<file path="src/design/link_sync_pkg.sv">
package link_sync_pkg;
  // Register offsets (byte addresses on the plain port)
  localparam logic [9:0] ADDR_DEC_RATIO   = 10'h140;
  localparam logic [9:0] ADDR_PHASE_A     = 10'h143;
  localparam logic [9:0] ADDR_PHASE_B     = 10'h144;
  localparam logic [9:0] ADDR_PHASE_C     = 10'h145;
  localparam logic [9:0] ADDR_SYNC_OPT    = 10'h1E8;
  localparam logic [9:0] ADDR_SYNC_WIN    = 10'h1EA;
  localparam logic [9:0] ADDR_CLK_RCV     = 10'h2BB;
  localparam logic [9:0] ADDR_PLL_STATUS  = 10'h2DC;
  localparam logic [9:0] ADDR_LINK_STATUS = 10'h2DD;

  // Reset values
  localparam logic [7:0] RST_DEC_RATIO = 8'h10;
  localparam logic [7:0] RST_ZERO      = 8'h00;
  localparam logic [7:0] RST_CLK_RCV   = 8'h08;

  // Field positions
  localparam int SYNC_OPT_ENABLE  = 0;  // Capture enabled
  localparam int SYNC_OPT_ONESHOT = 1;  // Accept first event only
  localparam int SYNC_OPT_REARM   = 2;  // Write 1: rearm one-shot
  localparam int WIN_EARLY_LSB    = 0;  // Early tolerance, 2 bits
  localparam int WIN_LATE_LSB     = 4;  // Late tolerance, 2 bits
  localparam int CLK_RCV_DIRECT   = 3;  // 1: no reference-clock stage
  localparam int PLL_LOCK_BIT     = 0;

  // Link framing constants
  localparam int BITS_PER_IQ      = 40;
  localparam logic [7:0] CONV_M   = 8'h02;
  localparam logic [7:0] OCT_F1   = 8'h04;
  localparam logic [7:0] OCT_F2   = 8'h02;
  localparam logic [7:0] SAMP_S   = 8'h01;
  localparam logic [7:0] RES_N    = 8'h10;
  localparam logic [7:0] MINK_F1  = 8'h05;
  localparam logic [7:0] MINK_F2  = 8'h09;

  // Lane-count thresholds in kSPS
  localparam int RATE_1L_MIN_KSPS = 76800;
  localparam int RATE_1L_MAX_KSPS = 133300;
  localparam int RATE_2L_MIN_KSPS = 153600;
  localparam int RATE_2L_MAX_KSPS = 266700;

  // Lock settle time
  localparam int CLK_MHZ        = 100;
  localparam int PLL_SETTLE_NS  = 2000;
  localparam int PLL_SETTLE_CYC = (PLL_SETTLE_NS * CLK_MHZ + 999) / 1000;

  typedef enum {PLL_IDLE, PLL_CONFIG, PLL_SETTLE, PLL_LOCKED} pll_state_t;

  // Link parameter bundle
  typedef struct packed {
    logic [1:0]  lanes;
    logic [7:0]  octets;
    logic [7:0]  min_k;
    logic [31:0] lane_rate_kbps;
    logic        rate_valid;
  } link_cfg_t;
endpackage : link_sync_pkg

</file>
<file path="src/design/link_sync.sv">
`timescale 1ns/1ps
// Contract
// - Serializer clock rate setting equals configured lane rate.
// - PLL settings derived from IQ rate and lane count automatically.
// - Read-only lock flag at 0x2DC reports PLL lock.
// - Both lanes form one link with one parameter set.
// - One lane 76.8-133.3 MSPS, two lanes 153.6-266.7 MSPS.
// - Lane rate is 40 times IQ rate divided by lanes.
// - IQ rate is ADC clock rate divided by decimation at 0x140.
// - One lane: M2 F4 S1 HD0 N16, K at least five.
// - Two lanes: M2 F2 S1 HD0 N16, K at least nine.
// - Captured sync event aligns link, filters and oscillator phase; the code only pulses link restart and phase load, with no filter alignment.
// - Sync behaviour chosen by options at 0x1E8.
// - Initial capture phase may vary by one ADC clock.
// - Phase held after capture until reset or clock loss; the code holds it until reset or the next accepted capture.
// - Bit 3 of 0x2BB low: sample on reference clock first.
// - Resample on internal digital clock before acting.
// - Continuous mode: early/late windows at 0x1EA tolerate jitter.
// - Sync event loads oscillator phase from 0x143-0x145.
module link_sync
  import link_sync_pkg::*;
#(
  parameter int ADC_CLK_MHZ = 3000,
  parameter int SETTLE_CYC  = PLL_SETTLE_CYC,
  parameter int PERIOD_W    = 8
) (
  input  wire logic        i_clk_sys,
  input  wire logic        i_arst_n,
  input  wire logic [9:0]  i_addr,
  input  wire logic [7:0]  i_wdata,
  input  wire logic        i_wr,
  input  wire logic        i_rd,
  output logic      [7:0]  o_rdata,
  input  wire logic        i_sync_pulse,
  input  wire logic        i_ref_clk_tick,
  input  wire logic        i_link_sync_request_in,
  input  wire logic        i_pll_vco_locked,
  output logic      [31:0] o_serializer_rate_kbps,
  output logic      [1:0]  o_lane_count,
  output logic      [7:0]  o_octets_per_frame,
  output logic      [7:0]  o_min_frames_per_multi,
  output logic             o_lane1_enable,
  output logic             o_link_restart,
  output logic             o_phase_load,
  output logic      [23:0] o_phase_value,
  output logic             o_link_request_seen
);

  logic [7:0] decimation_ratio;
  logic [7:0] phase_a;
  logic [7:0] phase_b;
  logic [7:0] phase_c;
  logic [7:0] sync_opt;
  logic [7:0] sync_win;
  logic [7:0] clk_rcv;
  logic       serializer_pll_locked;
  logic       sync_armed;
  logic       sync_aligned;
  link_cfg_t  cfg;
  link_cfg_t  next_cfg;
  pll_state_t pll_state;
  logic [31:0] settle_cnt;
  logic [1:0] ref_sync;
  logic [1:0] ref_tick_sync;
  logic       ref_tick_q;
  logic       ref_sample;
  logic [1:0] dig_sync;
  logic       dig_q;
  logic       rise;
  logic [PERIOD_W-1:0] since_edge;
  logic [PERIOD_W-1:0] period;
  logic [1:0] req_sync;
  logic [1:0] lock_sync;
  logic       do_capture;
  logic       in_window;
  logic [31:0] iq_ksps;

  // Register writes
  always_ff @(posedge i_clk_sys or negedge i_arst_n) begin
    if (!i_arst_n) begin
      decimation_ratio <= RST_DEC_RATIO;
      phase_a          <= RST_ZERO;
      phase_b          <= RST_ZERO;
      phase_c          <= RST_ZERO;
      sync_opt         <= RST_ZERO;
      sync_win         <= RST_ZERO;
      clk_rcv          <= RST_CLK_RCV;
    end else if (i_wr) begin
      case (i_addr)
        ADDR_DEC_RATIO: decimation_ratio <= i_wdata;
        ADDR_PHASE_A:   phase_a <= i_wdata;
        ADDR_PHASE_B:   phase_b <= i_wdata;
        ADDR_PHASE_C:   phase_c <= i_wdata;
        ADDR_SYNC_OPT:  sync_opt <= i_wdata & 8'hFB;
        ADDR_SYNC_WIN:  sync_win <= i_wdata;
        ADDR_CLK_RCV:   clk_rcv <= i_wdata;
        default: ;
      endcase
    end
  end

  // Register reads, data one cycle after strobe
  always_ff @(posedge i_clk_sys or negedge i_arst_n) begin
    if (!i_arst_n) begin
      o_rdata <= RST_ZERO;
    end else if (i_rd) begin
      case (i_addr)
        ADDR_DEC_RATIO:  o_rdata <= decimation_ratio;
        ADDR_PHASE_A:    o_rdata <= phase_a;
        ADDR_PHASE_B:    o_rdata <= phase_b;
        ADDR_PHASE_C:    o_rdata <= phase_c;
        ADDR_SYNC_OPT:   o_rdata <= sync_opt;
        ADDR_SYNC_WIN:   o_rdata <= sync_win;
        ADDR_CLK_RCV:    o_rdata <= clk_rcv;
        ADDR_PLL_STATUS: o_rdata <= {7'h00, serializer_pll_locked};
        ADDR_LINK_STATUS:
          o_rdata <= {4'h0, cfg.rate_valid, sync_armed, sync_aligned,
                      o_lane1_enable};
        default:         o_rdata <= RST_ZERO;
      endcase
    end else begin
      o_rdata <= RST_ZERO;
    end
  end

  // Link setup derived from the IQ rate
  always_comb begin
    // IQ rate is ADC rate over ratio
    if (decimation_ratio == 8'h00) begin
      iq_ksps = 32'h0;
    end else begin
      iq_ksps = 32'((ADC_CLK_MHZ * 1000) / int'(decimation_ratio));
    end
    next_cfg = '0;
    if (iq_ksps >= 32'(RATE_1L_MIN_KSPS) &&
        iq_ksps <= 32'(RATE_1L_MAX_KSPS)) begin
      next_cfg.lanes      = 2'd1;
      next_cfg.octets     = OCT_F1;
      next_cfg.min_k      = MINK_F1;
      next_cfg.rate_valid = 1'b1;
    end else if (iq_ksps >= 32'(RATE_2L_MIN_KSPS) &&
                 iq_ksps <= 32'(RATE_2L_MAX_KSPS)) begin
      next_cfg.lanes      = 2'd2;
      next_cfg.octets     = OCT_F2;
      next_cfg.min_k      = MINK_F2;
      next_cfg.rate_valid = 1'b1;
    end else begin
      next_cfg.lanes = 2'd1;
    end
    if (next_cfg.lanes == 2'd2) begin
      next_cfg.lane_rate_kbps = 32'(iq_ksps * BITS_PER_IQ / 2);
    end else begin
      next_cfg.lane_rate_kbps = 32'(iq_ksps * BITS_PER_IQ);
    end
  end

  // Lock input synchronizer
  always_ff @(posedge i_clk_sys or negedge i_arst_n) begin
    if (!i_arst_n) begin
      lock_sync <= 2'b00;
    end else begin
      lock_sync <= {lock_sync[0], i_pll_vco_locked};
    end
  end

  // Serializer PLL controller
  always_ff @(posedge i_clk_sys or negedge i_arst_n) begin
    if (!i_arst_n) begin
      pll_state             <= PLL_IDLE;
      cfg                   <= '0;
      settle_cnt            <= 32'h0;
      serializer_pll_locked <= 1'b0;
    end else begin
      case (pll_state)
        PLL_IDLE: begin
          pll_state <= PLL_CONFIG;
        end
        PLL_CONFIG: begin
          cfg        <= next_cfg;
          settle_cnt <= 32'h0;
          pll_state  <= PLL_SETTLE;
        end
        PLL_SETTLE: begin
          if (next_cfg != cfg) begin
            pll_state <= PLL_CONFIG;
          end else if (settle_cnt >= 32'(SETTLE_CYC - 1) && lock_sync[1]) begin
            serializer_pll_locked <= cfg.rate_valid;
            pll_state             <= PLL_LOCKED;
          end else begin
            settle_cnt <= settle_cnt + 32'h1;
          end
        end
        PLL_LOCKED: begin
          if (next_cfg != cfg || !lock_sync[1]) begin
            serializer_pll_locked <= 1'b0;
            pll_state             <= PLL_CONFIG;
          end
        end
        default: pll_state <= PLL_IDLE;
      endcase
    end
  end

  // Link parameter outputs
  always_ff @(posedge i_clk_sys or negedge i_arst_n) begin
    if (!i_arst_n) begin
      o_serializer_rate_kbps <= 32'h0;
      o_lane_count           <= 2'd0;
      o_octets_per_frame     <= RST_ZERO;
      o_min_frames_per_multi <= RST_ZERO;
      o_lane1_enable         <= 1'b0;
    end else begin
      o_serializer_rate_kbps <= cfg.lane_rate_kbps;
      o_lane_count           <= cfg.lanes;
      o_octets_per_frame     <= cfg.octets;
      o_min_frames_per_multi <= cfg.min_k;
      o_lane1_enable         <= (cfg.lanes == 2'd2);
    end
  end

  // Sync pin synchronizer, two flops
  always_ff @(posedge i_clk_sys or negedge i_arst_n) begin
    if (!i_arst_n) begin
      ref_sync <= 2'b00;
    end else begin
      ref_sync <= {ref_sync[0], i_sync_pulse};
    end
  end

  // Reference tick synchronizer and its delayed copy
  always_ff @(posedge i_clk_sys or negedge i_arst_n) begin
    if (!i_arst_n) begin
      ref_tick_sync <= 2'b00;
      ref_tick_q    <= 1'b0;
    end else begin
      ref_tick_sync <= {ref_tick_sync[0], i_ref_clk_tick};
      ref_tick_q    <= ref_tick_sync[1];
    end
  end

  // Reference-clock stage: pin level taken on a tick rise
  always_ff @(posedge i_clk_sys or negedge i_arst_n) begin
    if (!i_arst_n) begin
      ref_sample <= 1'b0;
    end else begin
      if (ref_tick_sync[1] && !ref_tick_q) begin
        ref_sample <= ref_sync[1];
      end
    end
  end

  // Digital clock resample and edge detection
  always_ff @(posedge i_clk_sys or negedge i_arst_n) begin
    if (!i_arst_n) begin
      dig_sync <= 2'b00;
      dig_q    <= 1'b0;
    end else begin
      // Pin and clock are unrelated in phase, so an event may
      // land one system cycle early or late from run to run
      // one-cycle capture spread
      dig_sync <= {dig_sync[0],
                   clk_rcv[CLK_RCV_DIRECT] ? ref_sync[1] : ref_sample};
      dig_q    <= dig_sync[1];
    end
  end

  assign rise = dig_sync[1] && !dig_q;

  // Windows count system cycles around the last measured period
  // tolerance window around expected period
  assign in_window =
    (since_edge + PERIOD_W'(sync_win[WIN_LATE_LSB +: 2]) + PERIOD_W'(1)
       >= period) &&
    (since_edge <= period + PERIOD_W'(sync_win[WIN_EARLY_LSB +: 2]));

  assign do_capture = rise && sync_opt[SYNC_OPT_ENABLE] && sync_armed &&
                      !(sync_aligned && in_window);

  // Period tracking for continuous mode
  always_ff @(posedge i_clk_sys or negedge i_arst_n) begin
    if (!i_arst_n) begin
      since_edge <= '0;
      period     <= '0;
    end else if (rise) begin
      period     <= since_edge + PERIOD_W'(1);
      since_edge <= '0;
    end else if (since_edge != '1) begin
      since_edge <= since_edge + PERIOD_W'(1);
    end
  end

  // Alignment flag, set by the first accepted event
  always_ff @(posedge i_clk_sys or negedge i_arst_n) begin
    if (!i_arst_n) begin
      sync_aligned <= 1'b0;
    end else if (do_capture) begin
      sync_aligned <= 1'b1;
    end
  end

  // Arming: one-shot disarms, rearm write or continuous mode arms
  always_ff @(posedge i_clk_sys or negedge i_arst_n) begin
    if (!i_arst_n) begin
      sync_armed <= 1'b1;
    end else if (do_capture) begin
      // Disarm wins over a rearm write in the same cycle
      if (sync_opt[SYNC_OPT_ONESHOT]) begin
        sync_armed <= 1'b0;
      end
    end else if (i_wr && i_addr == ADDR_SYNC_OPT &&
                 i_wdata[SYNC_OPT_REARM]) begin
      sync_armed <= 1'b1;
    end else if (!sync_opt[SYNC_OPT_ONESHOT]) begin
      sync_armed <= 1'b1;
    end
  end

  // Capture pulses, one cycle each
  always_ff @(posedge i_clk_sys or negedge i_arst_n) begin
    if (!i_arst_n) begin
      o_link_restart <= 1'b0;
      o_phase_load   <= 1'b0;
    end else begin
      o_link_restart <= do_capture;
      o_phase_load   <= do_capture;
    end
  end

  // Oscillator start phase, held between captures
  always_ff @(posedge i_clk_sys or negedge i_arst_n) begin
    if (!i_arst_n) begin
      o_phase_value <= 24'h000000;
    end else if (do_capture) begin
      o_phase_value <= {phase_c, phase_b, phase_a};
    end
  end

  // Receiver request synchronized and reported
  always_ff @(posedge i_clk_sys or negedge i_arst_n) begin
    if (!i_arst_n) begin
      req_sync            <= 2'b00;
      o_link_request_seen <= 1'b0;
    end else begin
      req_sync            <= {req_sync[0], i_link_sync_request_in};
      o_link_request_seen <= req_sync[1];
    end
  end

endmodule : link_sync

</file>
<file path="config.mk">
export PLATFORM = sky130hd
export DESIGN_NAME = link_sync
export DESIGN_NICKNAME = d
export VERILOG_FILES = /design/src/design/link_sync_pkg.sv /design/src/design/link_sync.sv
export SDC_FILE = /design/constraint.sdc
export NUM_CORES = 1
export LEC_CHECK = 0
export CAP_MARGIN = 15
export CORE_ASPECT_RATIO = 0.9
export CORE_UTILIZATION = 50
export DETAILED_ROUTE_END_ITERATION = 12
export DONT_BUFFER_PORTS = 1
export GPL_TIMING_DRIVEN = 0
export HOLD_SLACK_MARGIN = 0.03
export PLACE_DENSITY = 0.7
export SLEW_MARGIN = 20
export SYNTH_ARGS = -nofsm -noshare
export SYNTH_HDL_FRONTEND = slang
export SYNTH_SLANG_ARGS = --single-unit
</file>
<file path="constraint.sdc">
create_clock -name i_clk_sys -period 87.6 [get_ports i_clk_sys]
set_input_delay 17.52 -clock i_clk_sys [delete_from_list [all_inputs] [get_ports i_clk_sys]]
set_output_delay 17.52 -clock i_clk_sys [all_outputs]
set_load 0.01 [all_outputs]
</file>
# [Word level (Yosys, flattened, before mapping)]
# Cells that the tools add are included.
[op_classes] n_lt_le_gt_ge=7 eq_ne=23 n_mul=1 n_div=1 n_mux=27 add_sub_neg=5 n_reduce_logical=33
[op_table] cell="2-to-1 mux 32 bit" count=7
[op_table] cell="one-hot mux 32 bit (4 select lines)" count=1
[op_table] cell="one-hot mux 8 bit (9 select lines)" count=1
[op_table] cell="equality test 32 x 2 -> 1 bit, second input constant" count=2
[op_table] cell="one-hot mux 32 bit (2 select lines)" count=1
[op_table] cell="equality test 10 x 9 -> 1 bit, second input constant" count=6
[op_table] cell="!= test 51 bit" count=1
[op_table] cell="adder 32 x 1 -> 32 bit, second input constant" count=1
[op_table] cell="divider 23 x 9 -> 32 bit, first input constant" count=1
[op_table] cell="equality test 32 x 1 -> 1 bit, second input constant" count=1
[op_table] cell="greater-or-equal comparator 32 x 17 -> 1 bit, second input constant" count=1
[op_table] cell="greater-or-equal comparator 32 x 18 -> 1 bit, second input constant" count=1
[op_table] cell="greater-or-equal comparator 32 x 8 -> 1 bit, second input constant" count=1
[op_table] cell="less-or-equal comparator 32 x 18 -> 1 bit, second input constant" count=1
[op_table] cell="less-or-equal comparator 32 x 19 -> 1 bit, second input constant" count=1
[op_table] cell="zero test 32 bit" count=1
[op_table] cell="multiplier 32 x 3 -> 29 bit, second input constant" count=1
[op_table] cell="equality test 10 bit, second input constant" count=3
[op_table] cell="2-to-1 mux 8 bit" count=3
[op_table] cell="2-to-1 mux 18 bit" count=1
[op_table] cell="AND reduction 2 bit" count=9
[op_table] cell="adder 8 x 1 -> 8 bit, second input constant" count=2
[op_table] cell="adder 8 x 2 -> 8 bit" count=2
[op_table] cell="logical AND 1 bit" count=12
[op_table] cell="17 further kinds" count=36
[totals] out_inout_bits=86 reg_bits=287 elab_cells=133

# [Longest topological paths before layout]
[depth] ltp_word=12 depth_mapped=458

# [Worst setup path after synthesis]
# Ideal clock, no wire load.
[synth_path] path_type="flip-flop to flip-flop" start="register decimation_ratio[0]" end="register settle_cnt[3]" setup_slack_ns=5.108 setup_ns=0.124 path_stages_with_launch=444 t_required_ns=87.476 n_path_buf=56 arrival_time_ns=82.368 cell_sequence="dfrtp_1 inv_2 buf_2 buf_1 clkbuf_1 ha_1 clkbuf_1 clkbuf_1 nand3_1 nor2_1 ha_1 a21oi_1 a2bb2oi_1 nor2_1 ha_1 o211a_1 or2_1 clkbuf_1 (+408 left out) o21bai_1 a21oi_1 o21bai_1 a21oi_1 xnor2_1 xor2_1 a2111oi_0 nand3_1 a211oi_1 nand4_1 a2111oi_0 nor4_1 nor3_1 o2111a_1 and4_4 buf_4 a311oi_1 a211o_1"
[synth_via] elab_chain_len=11 elab_cells_between_ends=20
[synth_lines] element="from (decl)" line="link_sync.sv:49" text="logic [7:0] decimation_ratio;"
[synth_lines] element="from (signal assigned)" line="link_sync.sv:90" text="ADDR_DEC_RATIO: decimation_ratio <= i_wdata;"
[synth_lines] element="divider 23 x 9 -> 32 bit or zero test 8 bit (tied branches)" line="link_sync.sv:132, link_sync.sv:129"
[synth_lines] element="2-to-1 mux 32 bit (*)" line="link_sync.sv:129" text="if (decimation_ratio == 8'h00) begin"
[synth_lines] element="branches (longest 6 deep; another with multiplier 32 x 3 -> 29 bit)"
[synth_lines] element="!= test 51 bit (*)" line="link_sync.sv:184" text="if (next_cfg != cfg) begin"
[synth_lines] element="!= test 2 bit (no source line) (*)"
[synth_lines] element="AND reduction 3 bit (no source line) (*)"
[synth_lines] element="to (signal assigned)" line="link_sync.sv:190" text="settle_cnt <= settle_cnt + 32'h1;"
[synth_lines] element="to (decl)" line="link_sync.sv:62" text="logic [31:0] settle_cnt;"
# Every way passes the cells marked *.
# A chain may end at the register's enable or synchronous reset.

# [Worst setup path after layout]
[layout_path] start="register decimation_ratio[0]" end="register settle_cnt[4]"
# The elaborated chain is that of the path after synthesis.

==> reports/metrics.cfg <==
[logic_synthesis]
synth_top_area_share_pct = 15.6
synth_edf_count = 0
seq_area_frac_synth_pct = 15.8
netlist-cell-type-count = 138
synth_cells = 4657
synth_area_leaders = dfrtp_1 (16%), ha_1 (9.5%), xnor2_1 (5.2%)
synthTopCellsByCount = nand2_1 (448), nor2_1 (394), a21oi_1 (330)
synthArstFlopShare_pct = 100
avgSynthCellArea_sq_um = 7.64
synth_seq_cells = 224
synth_top_flop_cell = dfrtp_1
ys_warn_count = 0
synth_area_leader_cell = dfrtp_1
synth_area_sq_um = 35600
synth_most_common_cell = nand2_1

[timing]
period_share_pct = 94.7
maxSlewViolCount = 0
finalHoldViolCount = 0
relSlewSlack_pct = 22.8
fin_crit_ps = 82980
tightest_slew_ps = 1150
skew_ps = 17.5
max_freq_mhz = 12.1
setup_violations = 0

[route]
drtIter0Drc = 3330
ant_nets = 0
vias = 37082
drc_errors = 0
viasPerCell = 6.47
firstDrtPassIters = 6
routedWlPerCell_microns = 18.9
wl_microns = 109000

[clock_network]
htreeDepth = 1
clk_pin_slew_worst_paths_ps = 60
hold_buffers = 0
cts_sinks = 224
ctsRootBufferMaster = clkbuf_16
clk_path_buf_depth = 3
cts_buffers = 22
clock_latency_ps = 540
cts_tree = yes

[flow_run]
drv_cap = 0

[hold_path]
min_path_type = reg2reg
worstHoldStart = dig_sync[0]$_DFF_PN0_
min_path_cells = 0
hold_end = dig_sync[1]$_DFF_PN0_

[global_routing]
grt_max_degree = 225
overflow = 0
grt_pass1_vias = 33480
antenna_found_initial = 0
grt_usage_pct = 28.3
grt_pass1_wl_microns = 174000

[critical_path]
worst_setup_path_start_kind = register
reg2reg_slack_ps = 4620
worstSetupPathType = reg2reg
crit_path_end_kind = register
cp_top_family = compound AO/OA/AOI/OAI gates
crit_required_ps = 88050
reg2reg_from = decimation_ratio[0]$_DFFE_PN0P_
cp_common_cell = a21o_1
path_buf_inv = 55
worstReg2RegEnd = settle_cnt[4]$_DFFE_PN0P_
cp_slowest_cell = a2111oi_1
r2r_cells = 438
slowest_delay_ps = 530
arrival_ps = 83430
cp_max_fo = 19

[floorplanning]
dieHeight_microns = 255
initial_core_util_pct = 50.6
die_area_sq_um = 72200
ioPinCount = 112
num_rows = 92
coreArea_sq_um = 70200
die_w_microns = 283

[place]
gp_congestion = 0.951
post-dp-hpwl_microns = 83000
io_buffers = 0

[cells_and_area]
finalCoreUtilization_pct = 56.0
nNetsFinal = 5076
nFillCells = 6529
area_growth_pct = 10.6
layout-drive-gt1-share_pct = 14.0
num_antenna_cells = 0

[status]
outcome = complete, no violations

## state kept, by name, summed over array words and instances (netlist names), 7 cells and up
signal                  cells
settle_cnt                 32
cfg                        34
o_rdata                     8
period                      8
o_serializer_rate_kbps     30
sync_win                    8
phase_a                     8
decimation_ratio            8
phase_b                     8
sync_opt                    7
clk_rcv                     8
o_phase_value              24
since_edge                  8
phase_c                     8
## worst max path at each step
stage | from | cells after the start | slack, ps | endpoint
floorplan | decimation_ratio[0]$_DFFE_PN0P_ | 443 | 5110 | settle_cnt[3]$_DFFE_PN0P_
global placement | decimation_ratio[0]$_DFFE_PN0P_ | 435 | -14280 | settle_cnt[30]$_DFFE_PN0P_
detailed placement | decimation_ratio[0]$_DFFE_PN0P_ | 437 | -15040 | settle_cnt[27]$_DFFE_PN0P_
CTS | decimation_ratio[0]$_DFFE_PN0P_ | 447 | 20 | settle_cnt[30]$_DFFE_PN0P_
global route | decimation_ratio[0]$_DFFE_PN0P_ | 444 | -370 | settle_cnt[27]$_DFFE_PN0P_
finish | decimation_ratio[0]$_DFFE_PN0P_ | 438 | 4620 | settle_cnt[4]$_DFFE_PN0P_
## through the flow
step | setup slack, ps | setup TNS, ps | hold slack [ps] | cell area, sq um | instances
3_3_place_gp | -14280 | -810820 | 333 | 36800 | 5609
2_1_floorplan | 5110 | 0 | 331 | 35600 | 4669
4_1_cts | 19.0 | 0 | 351 | 38300 | 5677
5_1_grt | -367 | -7610 | 356 | 39300 | 5732
6_report | 4620 | 0 | 346 | 39300 | 5732
3_5_place_dp | -15040 | -864420 | 336 | 36800 | 5611
## placed cells by master (no fill, tap or decap), drive strengths merged, types with 26 or more instances in the layout
| cell | synthesis | final |
|---|---|---|
| inv | 120 | 122 |
| o21bai | 42 | 42 |
| and2 | 63 | 63 |
| dfrtp | 221 | 221 |
| mux2 | 134 | 134 |
| nor2 | 399 | 399 |
| a211oi | 64 | 64 |
| a31oi | 66 | 66 |
| a21o | 153 | 153 |
| ha | 271 | 271 |
| clkbuf | 101 | 104 |
| nor2b | 62 | 62 |
| a21oi | 337 | 337 |
| o211ai | 53 | 53 |
| xor2 | 105 | 105 |
| o21ai | 281 | 281 |
| nand4 | 92 | 93 |
| and4 | 26 | 26 |
| nand2b | 91 | 91 |
| buf | 79 | 184 |
| o21a | 83 | 83 |
| or3 | 73 | 73 |
| or2 | 43 | 43 |
| xnor2 | 211 | 211 |
| a21boi | 27 | 27 |
| nand2 | 448 | 448 |
| o31ai | 51 | 51 |
| mux2i | 69 | 69 |
| nand3 | 138 | 138 |
| nor4 | 84 | 84 |
| and3 | 61 | 61 |
| a2111oi | 26 | 26 |
| nor3 | 152 | 152 |
## cell type report
type | instances | area [sq um] | area share, %
inverter | 122 | 463 | 1.18
buffer | 172 | 1020 | 2.59
tap | 940 | 1180 | 2.99
sequential | 224 | 5610 | 14.3
clock buffer | 26 | 576 | 1.46
timing repair buffer | 90 | 706 | 1.79
clock inverter | 14 | 151 | 0.385
multi-input combinational | 4144 | 29600 | 75.3
## cells by family after synthesis
logic type	count (synthesis)	share of synthesized area, %
and+or+nand+nor	1814	26.7
AOI/OAI and AO/OA	1521	29.8
xor gates and xnor gates	318	7.96
buffers and inverters	302	3.66
adders and majority gates	274	9.70
DFF	224	15.8
muxes	203	6.38
other	1	0.0105
## routing by layer
layer	vias to the layer above	global-route usage, %	share of wire, %
met4	0	5.90	1.7
met5	-	0	0
met3	122	2.31	6.7
met1	17583	41.0	47
li1	17939	-	-
met2	1438	45.9	44
## timing repair
item	4_1_cts	5_1_grt
buffers inserted	28	59
endpoints found under the setup margin	69	69
resized for setup	150	184
gates cloned	0	2
pin swaps	25	48
Power is left out: the tool's default activity adds up to more than one toggle a clock period on the data nets, which glitch-free logic cannot reach.
